**config.mk**
```make
export PLATFORM = sky130hd
export DESIGN_NAME = zgcc_channel
export DESIGN_NICKNAME = d
export VERILOG_FILES = /design/src/include/zgcc_pkg.sv /design/src/rtl/zgcc_fifo.sv /design/src/rtl/zgcc_channel.sv
export VERILOG_INCLUDE_DIRS = /design/src /design/src/include
export SDC_FILE = /design/constraint.sdc
export NUM_CORES = 1
export LEC_CHECK = 0
export BUFFER_PORTS_ARGS = -buffer_cell sky130_fd_sc_hd__buf_2
export CORE_ASPECT_RATIO = 1.2
export CORE_MARGIN = 5
export CORE_UTILIZATION = 50
export CTS_CLUSTER_SIZE = 14
export DETAILED_ROUTE_END_ITERATION = 8
export GPL_TIMING_DRIVEN = 0
export PLACE_DENSITY_LB_ADDON = 0.25
export SLEW_MARGIN = 10
export SYNTH_ARGS = -nofsm -noshare
export SYNTH_HDL_FRONTEND = slang
export SYNTH_HIERARCHICAL = 1
export SYNTH_SLANG_ARGS = --single-unit
```
**constraint.sdc**
```tcl
create_clock -name clk -period 67.3 [get_ports clk]
set_clock_uncertainty 0.15 [all_clocks]
set_input_delay 3.365 -clock clk [delete_from_list [all_inputs] [get_ports clk]]
set_output_delay 3.365 -clock clk [all_outputs]
set_load 0.005 [all_outputs]
```
**src/include/zgcc_cfg.svh**
```systemverilog
`ifndef ZGCC_CFG_SVH
`define ZGCC_CFG_SVH
`define ZGCC_NRZ_W 16
`define ZGCC_CODE_W 17
`define ZGCC_MAX_ZERO_RUN 6
`define ZGCC_ZONES 15
`define ZGCC_CYL_W 14
`define ZGCC_FIFO_DEPTH 8
`define ZGCC_HEAD_W 3
`define ZGCC_HEAD_CHANNELS 8
`define ZGCC_SER_FRAME_BITS 8
`define ZGCC_HEAD_RESET 3'h0
`define ZGCC_SCRAMBLE_PAT 16'h5555
`define ZGCC_STD_BOUNDS '{14'd1174, 14'd1760, 14'd2047, 14'd3600, 14'd4208, 14'd4830, 14'd5448, 14'd6630, \
    14'd7585, 14'd8485, 14'd9952, 14'd10960, 14'd11464, 14'd12464, 14'd13032}
`define ZGCC_BIG_BOUNDS '{14'd1302, 14'd1865, 14'd2148, 14'd3698, 14'd4295, 14'd4918, 14'd5538, 14'd6718, \
    14'd7670, 14'd8565, 14'd10022, 14'd11015, 14'd11494, 14'd12514, 14'd13032}
`endif

```
**src/include/zgcc_pkg.sv**
```systemverilog
`include "zgcc_cfg.svh"
package zgcc_pkg;
    typedef logic [`ZGCC_NRZ_W-1:0] zgcc_nrz_type;
    typedef logic [`ZGCC_CODE_W-1:0] zgcc_code_type;
    typedef logic [`ZGCC_CYL_W-1:0] zgcc_cyl_type;
    typedef logic [3:0] zgcc_zone_type;
    typedef logic [`ZGCC_HEAD_W-1:0] zgcc_head_type;
    typedef logic [3:0] zgcc_run_type;
endpackage : zgcc_pkg

```
**src/rtl/zgcc_fifo.sv**
```systemverilog
`timescale 1ns/100ps
`default_nettype none
module zgcc_fifo #(
    parameter int WIDTH = 16,
    parameter int DEPTH = 8
) (
    input wire logic clk,
    input wire logic reset_n,
    input wire logic [WIDTH-1:0] in_data,
    input wire logic in_valid,
    output logic in_ready,
    output logic [WIDTH-1:0] out_data,
    output logic out_valid,
    input wire logic out_ready
);
    localparam int AW = $clog2(DEPTH);
    typedef struct packed {
        logic [AW-1:0] wr_ptr;
        logic [AW-1:0] rd_ptr;
        logic [AW:0] count;
        logic full;
    } zgcc_fifo_state_type;

    zgcc_fifo_state_type st_ff;
    zgcc_fifo_state_type nxt_st;
    logic [WIDTH-1:0] mem [DEPTH];
    logic push;
    logic pop;

    assign in_ready = ~st_ff.full;
    assign out_valid = (st_ff.count != '0);
    assign out_data = mem[st_ff.rd_ptr];
    assign push = in_valid & ~st_ff.full;
    assign pop = out_valid & out_ready;

    // pointers wrap at depth; full kept as its own flop so ready is clean
    always_comb begin
        nxt_st = st_ff;
        if (push) begin
            nxt_st.wr_ptr = (st_ff.wr_ptr == AW'(DEPTH - 1)) ? '0 : st_ff.wr_ptr + 1'b1;
        end
        if (pop) begin
            nxt_st.rd_ptr = (st_ff.rd_ptr == AW'(DEPTH - 1)) ? '0 : st_ff.rd_ptr + 1'b1;
        end
        nxt_st.count = st_ff.count + (AW+1)'(push) - (AW+1)'(pop);
        nxt_st.full = (nxt_st.count == (AW+1)'(DEPTH));
    end

    always_ff @(posedge clk or negedge reset_n) begin
        if (!reset_n) begin
            st_ff <= '0;
        end else begin
            st_ff <= nxt_st;
        end
    end

    // storage needs no reset; only entries below count are ever read
    always_ff @(posedge clk) begin
        if (push) begin
            mem[st_ff.wr_ptr] <= in_data;
        end
    end
endmodule : zgcc_fifo
`default_nettype wire

```
**src/rtl/zgcc_channel.sv**
```systemverilog
`timescale 1ns/100ps
`default_nettype none
`include "zgcc_cfg.svh"
module zgcc_channel (
    input wire logic clk,
    input wire logic reset_n,
    input wire zgcc_pkg::zgcc_nrz_type wr_nrz_data,
    input wire logic wr_nrz_valid,
    output logic wr_nrz_ready,
    input wire logic write_clock_tick,
    input wire logic write_gate,
    output zgcc_pkg::zgcc_code_type wr_code,
    output logic wr_code_valid,
    output logic wr_code_run_error,
    input wire zgcc_pkg::zgcc_code_type rd_code,
    input wire logic rd_code_valid,
    output zgcc_pkg::zgcc_nrz_type rd_nrz_data,
    output logic rd_nrz_valid,
    input wire zgcc_pkg::zgcc_cyl_type cylinder,
    input wire logic large_variant,
    output zgcc_pkg::zgcc_zone_type zone,
    output logic zone_out_of_range,
    output logic zone_changed,
    output logic clock_from_synth,
    input wire logic serial_port_enable,
    input wire logic serial_port_clk,
    input wire logic serial_port_data,
    output zgcc_pkg::zgcc_head_type head_select,
    input wire logic head_short,
    input wire logic head_open,
    output logic write_fault_flag
);
    import zgcc_pkg::*;

    localparam zgcc_cyl_type STD_BOUNDS [`ZGCC_ZONES] = `ZGCC_STD_BOUNDS;
    localparam zgcc_cyl_type BIG_BOUNDS [`ZGCC_ZONES] = `ZGCC_BIG_BOUNDS;
    localparam zgcc_run_type MAX_RUN = 4'(`ZGCC_MAX_ZERO_RUN);

    typedef enum logic [0:0] {
        SER_IDLE = 1'b0,
        SER_SHIFT = 1'b1
    } zgcc_ser_state_type;

    typedef struct packed {
        zgcc_code_type wr_code;
        logic wr_code_valid;
        logic wr_code_run_error;
        zgcc_run_type tail_zeros;
        zgcc_nrz_type rd_nrz_data;
        logic rd_nrz_valid;
        zgcc_zone_type zone;
        logic zone_out_of_range;
        logic zone_changed;
        logic clock_from_synth;
        zgcc_ser_state_type ser_state;
        logic ser_clk_prev;
        logic [`ZGCC_SER_FRAME_BITS-1:0] ser_shift;
        logic [3:0] ser_count;
        zgcc_head_type head_select;
        logic write_fault_flag;
    } zgcc_state_type;

    zgcc_state_type st_ff;
    zgcc_state_type nxt_st;
    zgcc_nrz_type fifo_data;
    logic fifo_valid;
    logic fifo_pop;
    logic fifo_ready;
    logic [`ZGCC_ZONES-1:0] std_hit;
    logic [`ZGCC_ZONES-1:0] big_hit;
    zgcc_code_type cand_plain;
    zgcc_code_type cand_flip;
    zgcc_code_type enc_code;
    logic enc_bad;

    ////////////////////////////////////////////////////////////////////////
    // write data buffer; back-pressure reaches the controller through ready
    zgcc_fifo #(
        .WIDTH(`ZGCC_NRZ_W),
        .DEPTH(`ZGCC_FIFO_DEPTH)
    ) u_wr_fifo (
        .clk(clk),
        .reset_n(reset_n),
        .in_data(wr_nrz_data),
        .in_valid(wr_nrz_valid),
        .in_ready(fifo_ready),
        .out_data(fifo_data),
        .out_valid(fifo_valid),
        .out_ready(fifo_pop)
    );

    // a word leaves only on a write clock tick while the gate is open
    assign fifo_pop = write_gate & write_clock_tick;

    ////////////////////////////////////////////////////////////////////////
    // longest zero run check, including zeros carried over from the last word
    function automatic logic run_too_long(input zgcc_code_type c, input zgcc_run_type carry);
        zgcc_run_type run;
        logic bad;
        run = carry;
        bad = 1'b0;
        for (int i = `ZGCC_CODE_W - 1; i >= 0; i--) begin
            if (c[i]) begin
                run = '0;
            end else begin
                run = (run == 4'hf) ? run : run + 4'h1;
                bad = bad | (run > MAX_RUN);
            end
        end
        return bad;
    endfunction : run_too_long

    function automatic zgcc_run_type trailing_zeros(input zgcc_code_type c, input zgcc_run_type carry);
        zgcc_run_type run;
        run = carry;
        for (int i = `ZGCC_CODE_W - 1; i >= 0; i--) begin
            run = c[i] ? 4'h0 : ((run == 4'hf) ? run : run + 4'h1);
        end
        return run;
    endfunction : trailing_zeros

    // msb marks the form; the scrambled form is tried when the plain one breaks the run limit.
    // without the full code table some data patterns cannot be fixed, and those raise the run error
    assign cand_plain = {1'b1, fifo_data};
    assign cand_flip = {1'b0, fifo_data ^ `ZGCC_SCRAMBLE_PAT};
    always_comb begin
        enc_code = cand_plain;
        enc_bad = 1'b0;
        if (run_too_long(cand_plain, st_ff.tail_zeros)) begin
            enc_code = cand_flip;
            enc_bad = run_too_long(cand_flip, st_ff.tail_zeros);
        end
    end

    ////////////////////////////////////////////////////////////////////////
    // zone compare per bound; zone 0 starts at cylinder 0 on the outer edge
    generate
        for (genvar z = 0; z < `ZGCC_ZONES; z++) begin : g_zone
            assign std_hit[z] = (cylinder <= STD_BOUNDS[z]);
            assign big_hit[z] = (cylinder <= BIG_BOUNDS[z]);
        end
    endgenerate

    ////////////////////////////////////////////////////////////////////////
    // next state for the codec, zone map, serial port and fault flag
    always_comb begin
        logic [`ZGCC_ZONES-1:0] hits;
        zgcc_zone_type found;
        logic none;
        hits = large_variant ? big_hit : std_hit;
        found = '0;
        none = 1'b1;
        nxt_st = st_ff;
        // encoder output
        nxt_st.wr_code_valid = fifo_pop & fifo_valid;
        if (fifo_pop && fifo_valid) begin
            nxt_st.wr_code = enc_code;
            nxt_st.wr_code_run_error = enc_bad;
            nxt_st.tail_zeros = trailing_zeros(enc_code, st_ff.tail_zeros);
        end
        if (!write_gate) begin
            nxt_st.tail_zeros = '0;
        end
        // decoder: the form bit tells whether to undo the scramble
        nxt_st.rd_nrz_valid = rd_code_valid;
        if (rd_code_valid) begin
            nxt_st.rd_nrz_data = rd_code[`ZGCC_CODE_W-1] ? rd_code[`ZGCC_NRZ_W-1:0]
                : rd_code[`ZGCC_NRZ_W-1:0] ^ `ZGCC_SCRAMBLE_PAT;
        end
        // lowest zone whose upper bound covers the cylinder wins
        for (int z = `ZGCC_ZONES - 1; z >= 0; z--) begin
            if (hits[z]) begin
                found = 4'(z);
                none = 1'b0;
            end
        end
        nxt_st.zone_out_of_range = none;
        nxt_st.zone = none ? st_ff.zone : found;
        nxt_st.zone_changed = ~none & (found != st_ff.zone);
        // clock source follows the write gate
        nxt_st.clock_from_synth = write_gate;
        // serial head-select port, bits shifted on the port clock rising edge
        nxt_st.ser_clk_prev = serial_port_clk;
        unique case (st_ff.ser_state)
            SER_IDLE: begin
                nxt_st.ser_count = '0;
                if (serial_port_enable) begin
                    nxt_st.ser_state = SER_SHIFT;
                end
            end
            SER_SHIFT: begin
                if (serial_port_clk && !st_ff.ser_clk_prev && st_ff.ser_count != 4'(`ZGCC_SER_FRAME_BITS)) begin
                    nxt_st.ser_shift = {st_ff.ser_shift[`ZGCC_SER_FRAME_BITS-2:0], serial_port_data};
                    nxt_st.ser_count = st_ff.ser_count + 4'h1;
                end
                if (!serial_port_enable) begin
                    nxt_st.ser_state = SER_IDLE;
                    // a short frame or a head beyond the fitted channels is ignored
                    if (st_ff.ser_count == 4'(`ZGCC_SER_FRAME_BITS)
                            && 32'(st_ff.ser_shift[`ZGCC_HEAD_W-1:0]) < `ZGCC_HEAD_CHANNELS) begin
                        nxt_st.head_select = st_ff.ser_shift[`ZGCC_HEAD_W-1:0];
                    end
                end
            end
        endcase
        // fault only counts while writing
        nxt_st.write_fault_flag = write_gate & (head_short | head_open);
    end

    always_ff @(posedge clk or negedge reset_n) begin
        if (!reset_n) begin
            st_ff <= '0;
        end else begin
            st_ff <= nxt_st;
        end
    end

    ////////////////////////////////////////////////////////////////////////
    // outputs come straight from state flops, except fifo ready which is the inverse of its full flop
    assign wr_nrz_ready = fifo_ready;
    assign wr_code = st_ff.wr_code;
    assign wr_code_valid = st_ff.wr_code_valid;
    assign wr_code_run_error = st_ff.wr_code_run_error;
    assign rd_nrz_data = st_ff.rd_nrz_data;
    assign rd_nrz_valid = st_ff.rd_nrz_valid;
    assign zone = st_ff.zone;
    assign zone_out_of_range = st_ff.zone_out_of_range;
    assign zone_changed = st_ff.zone_changed;
    assign clock_from_synth = st_ff.clock_from_synth;
    assign head_select = st_ff.head_select;
    assign write_fault_flag = st_ff.write_fault_flag;
endmodule : zgcc_channel
`default_nettype wire

```
== Word-level counts from Yosys, hierarchy flattened ==
Memories as Yosys holds them, arrays and structs flattened.
Cells that the tools add are included.
Storage, ports and cells
  memories kept: 1
  latch bits: 0
  memory bits (writable): 128
  bits in read-only memories: 0
  output and inout bits: 48
  bits of input ports: 59
  word-level logic and storage cells: 441
  register bits: 71
Operators by class
  bitwise logic cells: 42
  $lt $le $gt $ge: 61
  add/subtract/negate cells: 53
  divide/modulo/power cells: 0
  equal/unequal tests: 56
  shift-type cells: 0
  reductions and logical operators: 7
  mux-type cells: 201
  multiply operators: 0
Memory list
  u_wr_fifo.mem: depth 8, bits a word 16, read ports 1, clocked after memory_dff 0, wr ports 1, RTL line zgcc_fifo.sv:26  | logic [WIDTH-1:0] mem [DEPTH];
Operator list (number)
  $mux 4: 126
  $eq 4x4->1 const B: 49
  $add 4x1->4 const B: 48
  $le 14x14->1 const B: 11
  $le 14x13->1 const B: 10
  $gt 4x3->1 const B: 31
  $le 14x11->1 const B: 5
  $mux 1: 67
  $le 14x12->1 const B: 3
  $or 1x1->1: 31
  $mux 17: 1
  $not 8->8: 2
  $mux 15: 1
  $mux 14: 1
  $pmux 4 s2: 1
  $add 3x1->3 const B: 2
  $eq 3x3->1 const B: 2
  $mux 3: 2
  $and 1x1->1: 5
  $add 4x1->4: 1
  $eq 1x4->1 const B: 1
  $mux 2: 2
  $ne 2x1->1 const B: 2
  $ne 4x4->1: 1
  other kinds (10): 15

== Logic depth before layout (Yosys ltp) ==
An unclocked memory read counts as a cell.
  depth after elaboration: 116
  mapped depth: 110
  mapped depth without buffers: 101

== By module ==
The synthesis kept the hierarchy.
By module, submodules not included
  zgcc_channel: area an instance 9526.6 um^2, instances 1, cells an instance 1315, seq. area each 1501.4 um^2
  zgcc_fifo: area an instance 5569.1 um^2, instances 1, cells an instance 251, seq. area each 4119.0 um^2

== Worst setup path after synthesis ==
Ideal clock, no wire load.
  path kind: flip-flop to flip-flop
  start point: register u_wr_fifo/st_ff[6] (netlist bit)
  end point: register st_ff[43] (netlist bit)
  path buffers: 9
  required time: 67060 ps
  library setup time: 90 ps
  clock period less this slack: 21736 ps
  cell stages (with the launch flop): 105
  data arrival time: 21496 ps
  setup slack: 45564 ps
  path through: dfrtp_1 buf_6 buf_6 mux4_1 mux2_2 clkbuf_1 nor2_1 ha_1 or2_1 a2111oi_4 a21o_1 a211oi_1 o41ai_2 and2_1 a21oi_1 a211oi_1 nand2b_1 buf_4 [... 69 more ...] a21oi_1 ha_1 inv_1 or4_4 nor2_1 mux2_1 and2_1 ha_1 nand2_1 a211oi_1 nand3_1 xnor2_1 nor2_1 ha_1 inv_1 a2111o_1 or4_1 o221ai_1
Between the ends
  elaborated cells on any way between the ends: 174
  classes of those cells: add/sub (31); order compare (15); eq/ne (31); mux (81); bitwise (15); memory (1)
RTL lines
  start: declaration: RTL line zgcc_fifo.sv:24  | zgcc_fifo_state_type st_ff;
  start signal: assignment: RTL line zgcc_fifo.sv:53  | st_ff <= nxt_st;
  $mem_v2 8x16 (*)
  named net fifo_data[14]: RTL line zgcc_channel.sv:65  | zgcc_nrz_type fifo_data;
  $mux 2: RTL line zgcc_channel.sv:103  | if (c[i]) begin
  $add 4x1->4 or $eq 4x4->1 (tied branches): RTL line zgcc_channel.sv:106  | run = (run == 4'hf) ? run : run + 4'h1;
  $mux 4: RTL line zgcc_channel.sv:106
  $mux 4: RTL line zgcc_channel.sv:103
  $add 4x1->4 or $eq 4x4->1 (tied branches): RTL line zgcc_channel.sv:106
  $mux 4: RTL line zgcc_channel.sv:106
  [... 81 more ...]
  $mux 4 (2 in a row): RTL line zgcc_channel.sv:117  | run = c[i] ? 4'h0 : ((run == 4'hf) ? run : run + 4'h1);
  $add 4x1->4 or $eq 4x4->1 (tied branches): RTL line zgcc_channel.sv:117
  $mux 4 (2 in a row): RTL line zgcc_channel.sv:117
  $add 4x1->4 or $eq 4x4->1 (tied branches): RTL line zgcc_channel.sv:117
  $mux 4: RTL line zgcc_channel.sv:117
  $mux 4 (*): RTL line zgcc_channel.sv:117
  $mux 4 (*): RTL line zgcc_channel.sv:156  | if (fifo_pop && fifo_valid) begin
  $mux 4 (*): RTL line zgcc_channel.sv:161  | if (!write_gate) begin
  end signal: assignment: RTL line zgcc_channel.sv:214  | st_ff <= nxt_st;
  end: declaration: RTL line zgcc_channel.sv:63  | zgcc_state_type st_ff;
The timed path passes the listed nets; every way through them passes the cells marked *. The select of a mux whose other input is x is not followed.
A chain may end at the register's enable or synchronous reset.

== Final worst setup path ==
  start point: register u_wr_fifo/st_ff[7] (netlist bit)
  end point: register st_ff[43] (netlist bit)
Between the ends
  elaborated cells on any way between the ends: 174
  classes of those cells: add/sub (31); order compare (15); eq/ne (31); mux (81); bitwise (15); memory (1)
RTL lines
  $mem_v2 8x16 (*)
  $mux 17 (*): RTL line zgcc_channel.sv:129  | if (run_too_long(cand_plain, st_ff.tail_zeros)) begin
  named net enc_code[15]: RTL line zgcc_channel.sv:73  | zgcc_code_type enc_code;
  $mux 4 (*): RTL line zgcc_channel.sv:117
  $add 4x1->4 or $eq 4x4->1 (tied branches): RTL line zgcc_channel.sv:117
  $mux 4 (*) (2 in a row): RTL line zgcc_channel.sv:117
  $add 4x1->4 or $eq 4x4->1 (tied branches): RTL line zgcc_channel.sv:117
  $mux 4 (*) (2 in a row): RTL line zgcc_channel.sv:117
  [... 30 more ...]
  $add 4x1->4 or $eq 4x4->1 (tied branches): RTL line zgcc_channel.sv:117
  $mux 4 (*) (2 in a row): RTL line zgcc_channel.sv:117
  $add 4x1->4 or $eq 4x4->1 (tied branches): RTL line zgcc_channel.sv:117
  $mux 4 (*) (2 in a row): RTL line zgcc_channel.sv:117
  $add 4x1->4 or $eq 4x4->1 (tied branches): RTL line zgcc_channel.sv:117
  $mux 4 (*) (2 in a row): RTL line zgcc_channel.sv:117
  $mux 4 (*): RTL line zgcc_channel.sv:156
  $mux 4 (*): RTL line zgcc_channel.sv:161
Marked as above.

==> summary.md <==
| Metric | Value |
|---|---|
| Final wirelength | `40400 microns` |
| Initial antenna violation count | `5` |
| Share of the synthesized area in the top cell type | `25.5%` |
| Die area | `approximately 34000 sq um` |
| Worst slew margin | `14.5%` |
| GRT overflow | `0` |
| Worst setup SP type | `flop` |
| Cell Area, Placed | `16300 sq um` |
| Number of synthesis warnings | `6` |
| Slew Limit Fails | `0` |
| Non-Filler Instances | `2098` |
| Crit-path max FO | `10` |
| Maxcap violations | `0` |
| CTS tree | `built` |
| Slowest-stage cell, CP | `clkbuf_1` |
| Setup TNS | `0 ps` |
| Setup Buffers After CTS | `0` |
| Ys async rst share | `35.7%` |
| Most numerous cell on the critical path | `ha_1` |
| Vias in the first global route | `12939` |
| Area Overhead vs Synth | `11.7%` |
| Cell area after synthesis | `15100 sq um` |
| Cells after DPL | `approximately 2100` |
| First-pass GRT wire length | `~65000 microns` |
| Post-DRT Antenna Nets | `0` |
| Global placement routability congestion | `slightly below 1` |
| Fin util | `between 50% and 60%` |
| Clock slew at reported path FFs | `80 ps` |
| Yosys cell types | `114` |
| Die H | `200 microns` |
| Share of layout cells above drive strength 1 | `19.3%` |
| WP data arrival | `about 26000 ps` |
| Area of the core | `between 20000 and 30000 sq um` |
| RSZ-0062 raised after global routing | `no` |
| Total number of vias | `about 13000` |
| Tot GR Track Use | `23.3%` |
| Die W | `169 microns` |
| Gate Count Post-Synth | `about 1600` |
| Post-synthesis sequential area ratio | `37.2%` |
| Htree depth | `4` |
| Worst skew pair latency | `440 ps` |
| Num ports | `107` |
| Post-cts resize count | `0` |
| Starting density of the core | `~51%` |
| Row count | `69` |
| Status | `complete, no violations` |
| DRT iter0 DRCs | `~1300` |
| Mean routed wirelength per cell | `19.2 microns` |
| Main synth FF type | `edfxtp_1` |
| Total CTS buffers | `17` |
| Critical Path End Type | `flop` |
| Syn nets | `1661` |
| Clock sink count | `199` |
| Yosys top cell by area | `edfxtp_1` |
| PortBufs | `100` |
| Worst-Margin Slew | `1250 ps` |
| Final-report setup violation count | `0` |
| Vias per cell | `around 6.3` |
| Hold/Removal Path Class | `reg -> reg` |
| #FFs+latches synth | `199` |
| Largest net degree at the start of global routing | `44` |
| Clk buf depth | `2` |
| Area contributors post-synth | `edfxtp_1 (25%), dfrtp_1 (12%), mux4_1 (4.2%), mux2_2 (3.5%), nor2_1 (3.1%)` |
| # diodes | `0` |
| Period utilization | `38.9%` |
| Syn Area/Cell | `9.64 sq um` |
| Worst EP required | `67510 ps` |
| FMAX | `38.2 MHz` |
| Hpwl dp | `~30000 microns` |
| CTS Root Cell | `clkbuf_16` |
| DR pass1 iterations | `6` |
| Post-synth EDFFs | `128` |
| Final Hold Fails | `0` |
| Hold Buf Count CTS | `0` |
| Max stage delay on crit path | `600 ps` |
| Minimum clock period | `around 26000 ps` |
| Cell area after layout | `~17000 sq um` |
| Nets | `between 1500 and 2000` |
| Crit Path Class | `reg -> reg` |
| # DRC | `0` |
final cells by class:
cell class / instances / area (sq um)
inverter: 55 / 206
clock inverter: 15 / 183
sequential: 199 / 5620
buffer: 120 / 654
timing repair buffer: 110 / 647
clock buffer: 17 / 425
tap: 390 / 488
multi-input combinational: 1192 / 8640
fill: 2619 / 12800
per-stage QoR:
stage          worst slack, ps  hold WS, ps
2_1_floorplan            45560          297
3_3_place_gp             41930          313
3_5_place_dp             41460          318
4_1_cts                  41380          338
5_1_grt                  38970          357
6_report                 41140          334
cells in the mapped netlist, types with 9 or more instances:
master and count:
a211o_1 10, a211oi_1 26, a21o_1 20, a21oi_1 74, a31oi_1 24, and2_1 22, and3_1 17, buf_2 10
buf_4 43, clkbuf_1 59, dfrtp_1 71, edfxtp_1 128, ha_1 35, inv_1 48, mux2_2 47, mux2i_1 20
mux4_1 24, nand2_1 118, nand2b_1 22, nand3_1 63, nand4_1 22, nor2_1 126, nor2b_1 16, nor3_1 42
nor3b_1 9, nor4_1 19, o2111ai_1 11, o211ai_1 21, o21a_1 14, o21ai_0 76, o21ai_1 11, o31a_1 13
o31ai_1 13, or2_2 13, or3_1 18, xnor2_1 36
final timing paths:
| path | slack [ps] | start | cells past startpoint | end |
|---|---|---|---|---|
| max reg2reg | 41140 | u_wr_fifo/st_ff[7] | 105 | st_ff[43] |
| min reg2reg | 330 | wr_code[1] | 2 | wr_code[1] |
| max | 41140 | u_wr_fifo/st_ff[7] | 105 | st_ff[43] |
| min in group asynchronous | 2700 | reset_n | 1 | u_wr_fifo/st_ff[9] |
| max in group asynchronous | 63720 | reset_n | 2 | wr_code[9] |
| min | 330 | wr_code[1] | 2 | wr_code[1] |
state kept, by name, summed over array words and instances, names as in the netlist, 3 cells and up:
| signal | count |
|---|---|
| zone | 4 |
| st_ff | 13 |
| rd_nrz_data | 16 |
| head_select | 3 |
| u_wr_fifo/mem | 128 |
| u_wr_fifo/st_ff | 11 |
| wr_code | 17 |
critical path, delay by kind of cell, from the launching register on:
family | cells | cell delay (ps)
adder cells (fa/ha/maj) | 17 | 4100
XOR/XNOR | 3 | 650
AO/OA/AOI/OAI | 28 | 6850
flip-flops | 1 | 360
buffers and inverters | 15 | 3400
AND/OR/NAND/NOR | 37 | 9200
multiplexers | 5 | 1330
cell usage in the layout (no fill, tap or decap), drive strengths merged, types with 17 or more instances in the layout:
master,count
or2,21
nor4,22
a211oi,31
a21o,20
ha,35
a21oi,76
mux4,32
buf,171
dfrtp,71
clkbuf,76
mux2,50
and2,23
and3,17
a31oi,24
o211ai,21
nand4,22
o21ai,88
mux2i,20
nand2b,22
nor3,47
nor2,128
or3,20
edfxtp,128
xnor2,36
inv,58
nand2,118
nand3,63
kinds of logic (layout without fill, tap and decap cells):
kind of cell	Yosys count	in the layout	share of synthesized area, %
mux	102	102	10.5
simple gates	569	569	19.9
fa+ha+maj	36	36	3.03
flops	199	199	37.2
buf+inv	175	317	5.70
xor+xnor	40	40	2.32
compound gates	445	445	21.3
per-layer routing:
metal / part of all wire [%] / vias to the layer above / global-route usage [%]
li1: - / 6304 / -
met4: 3.8 / 10 / 9.94
met5: 0.14 / - / 0
met2: 49 / 529 / 39.9
met3: 6.2 / 105 / 3.81
met1: 41 / 6344 / 29.1
Power is left out: the tool's default activity adds up to more than one toggle a clock period on the data nets, which glitch-free logic cannot reach.
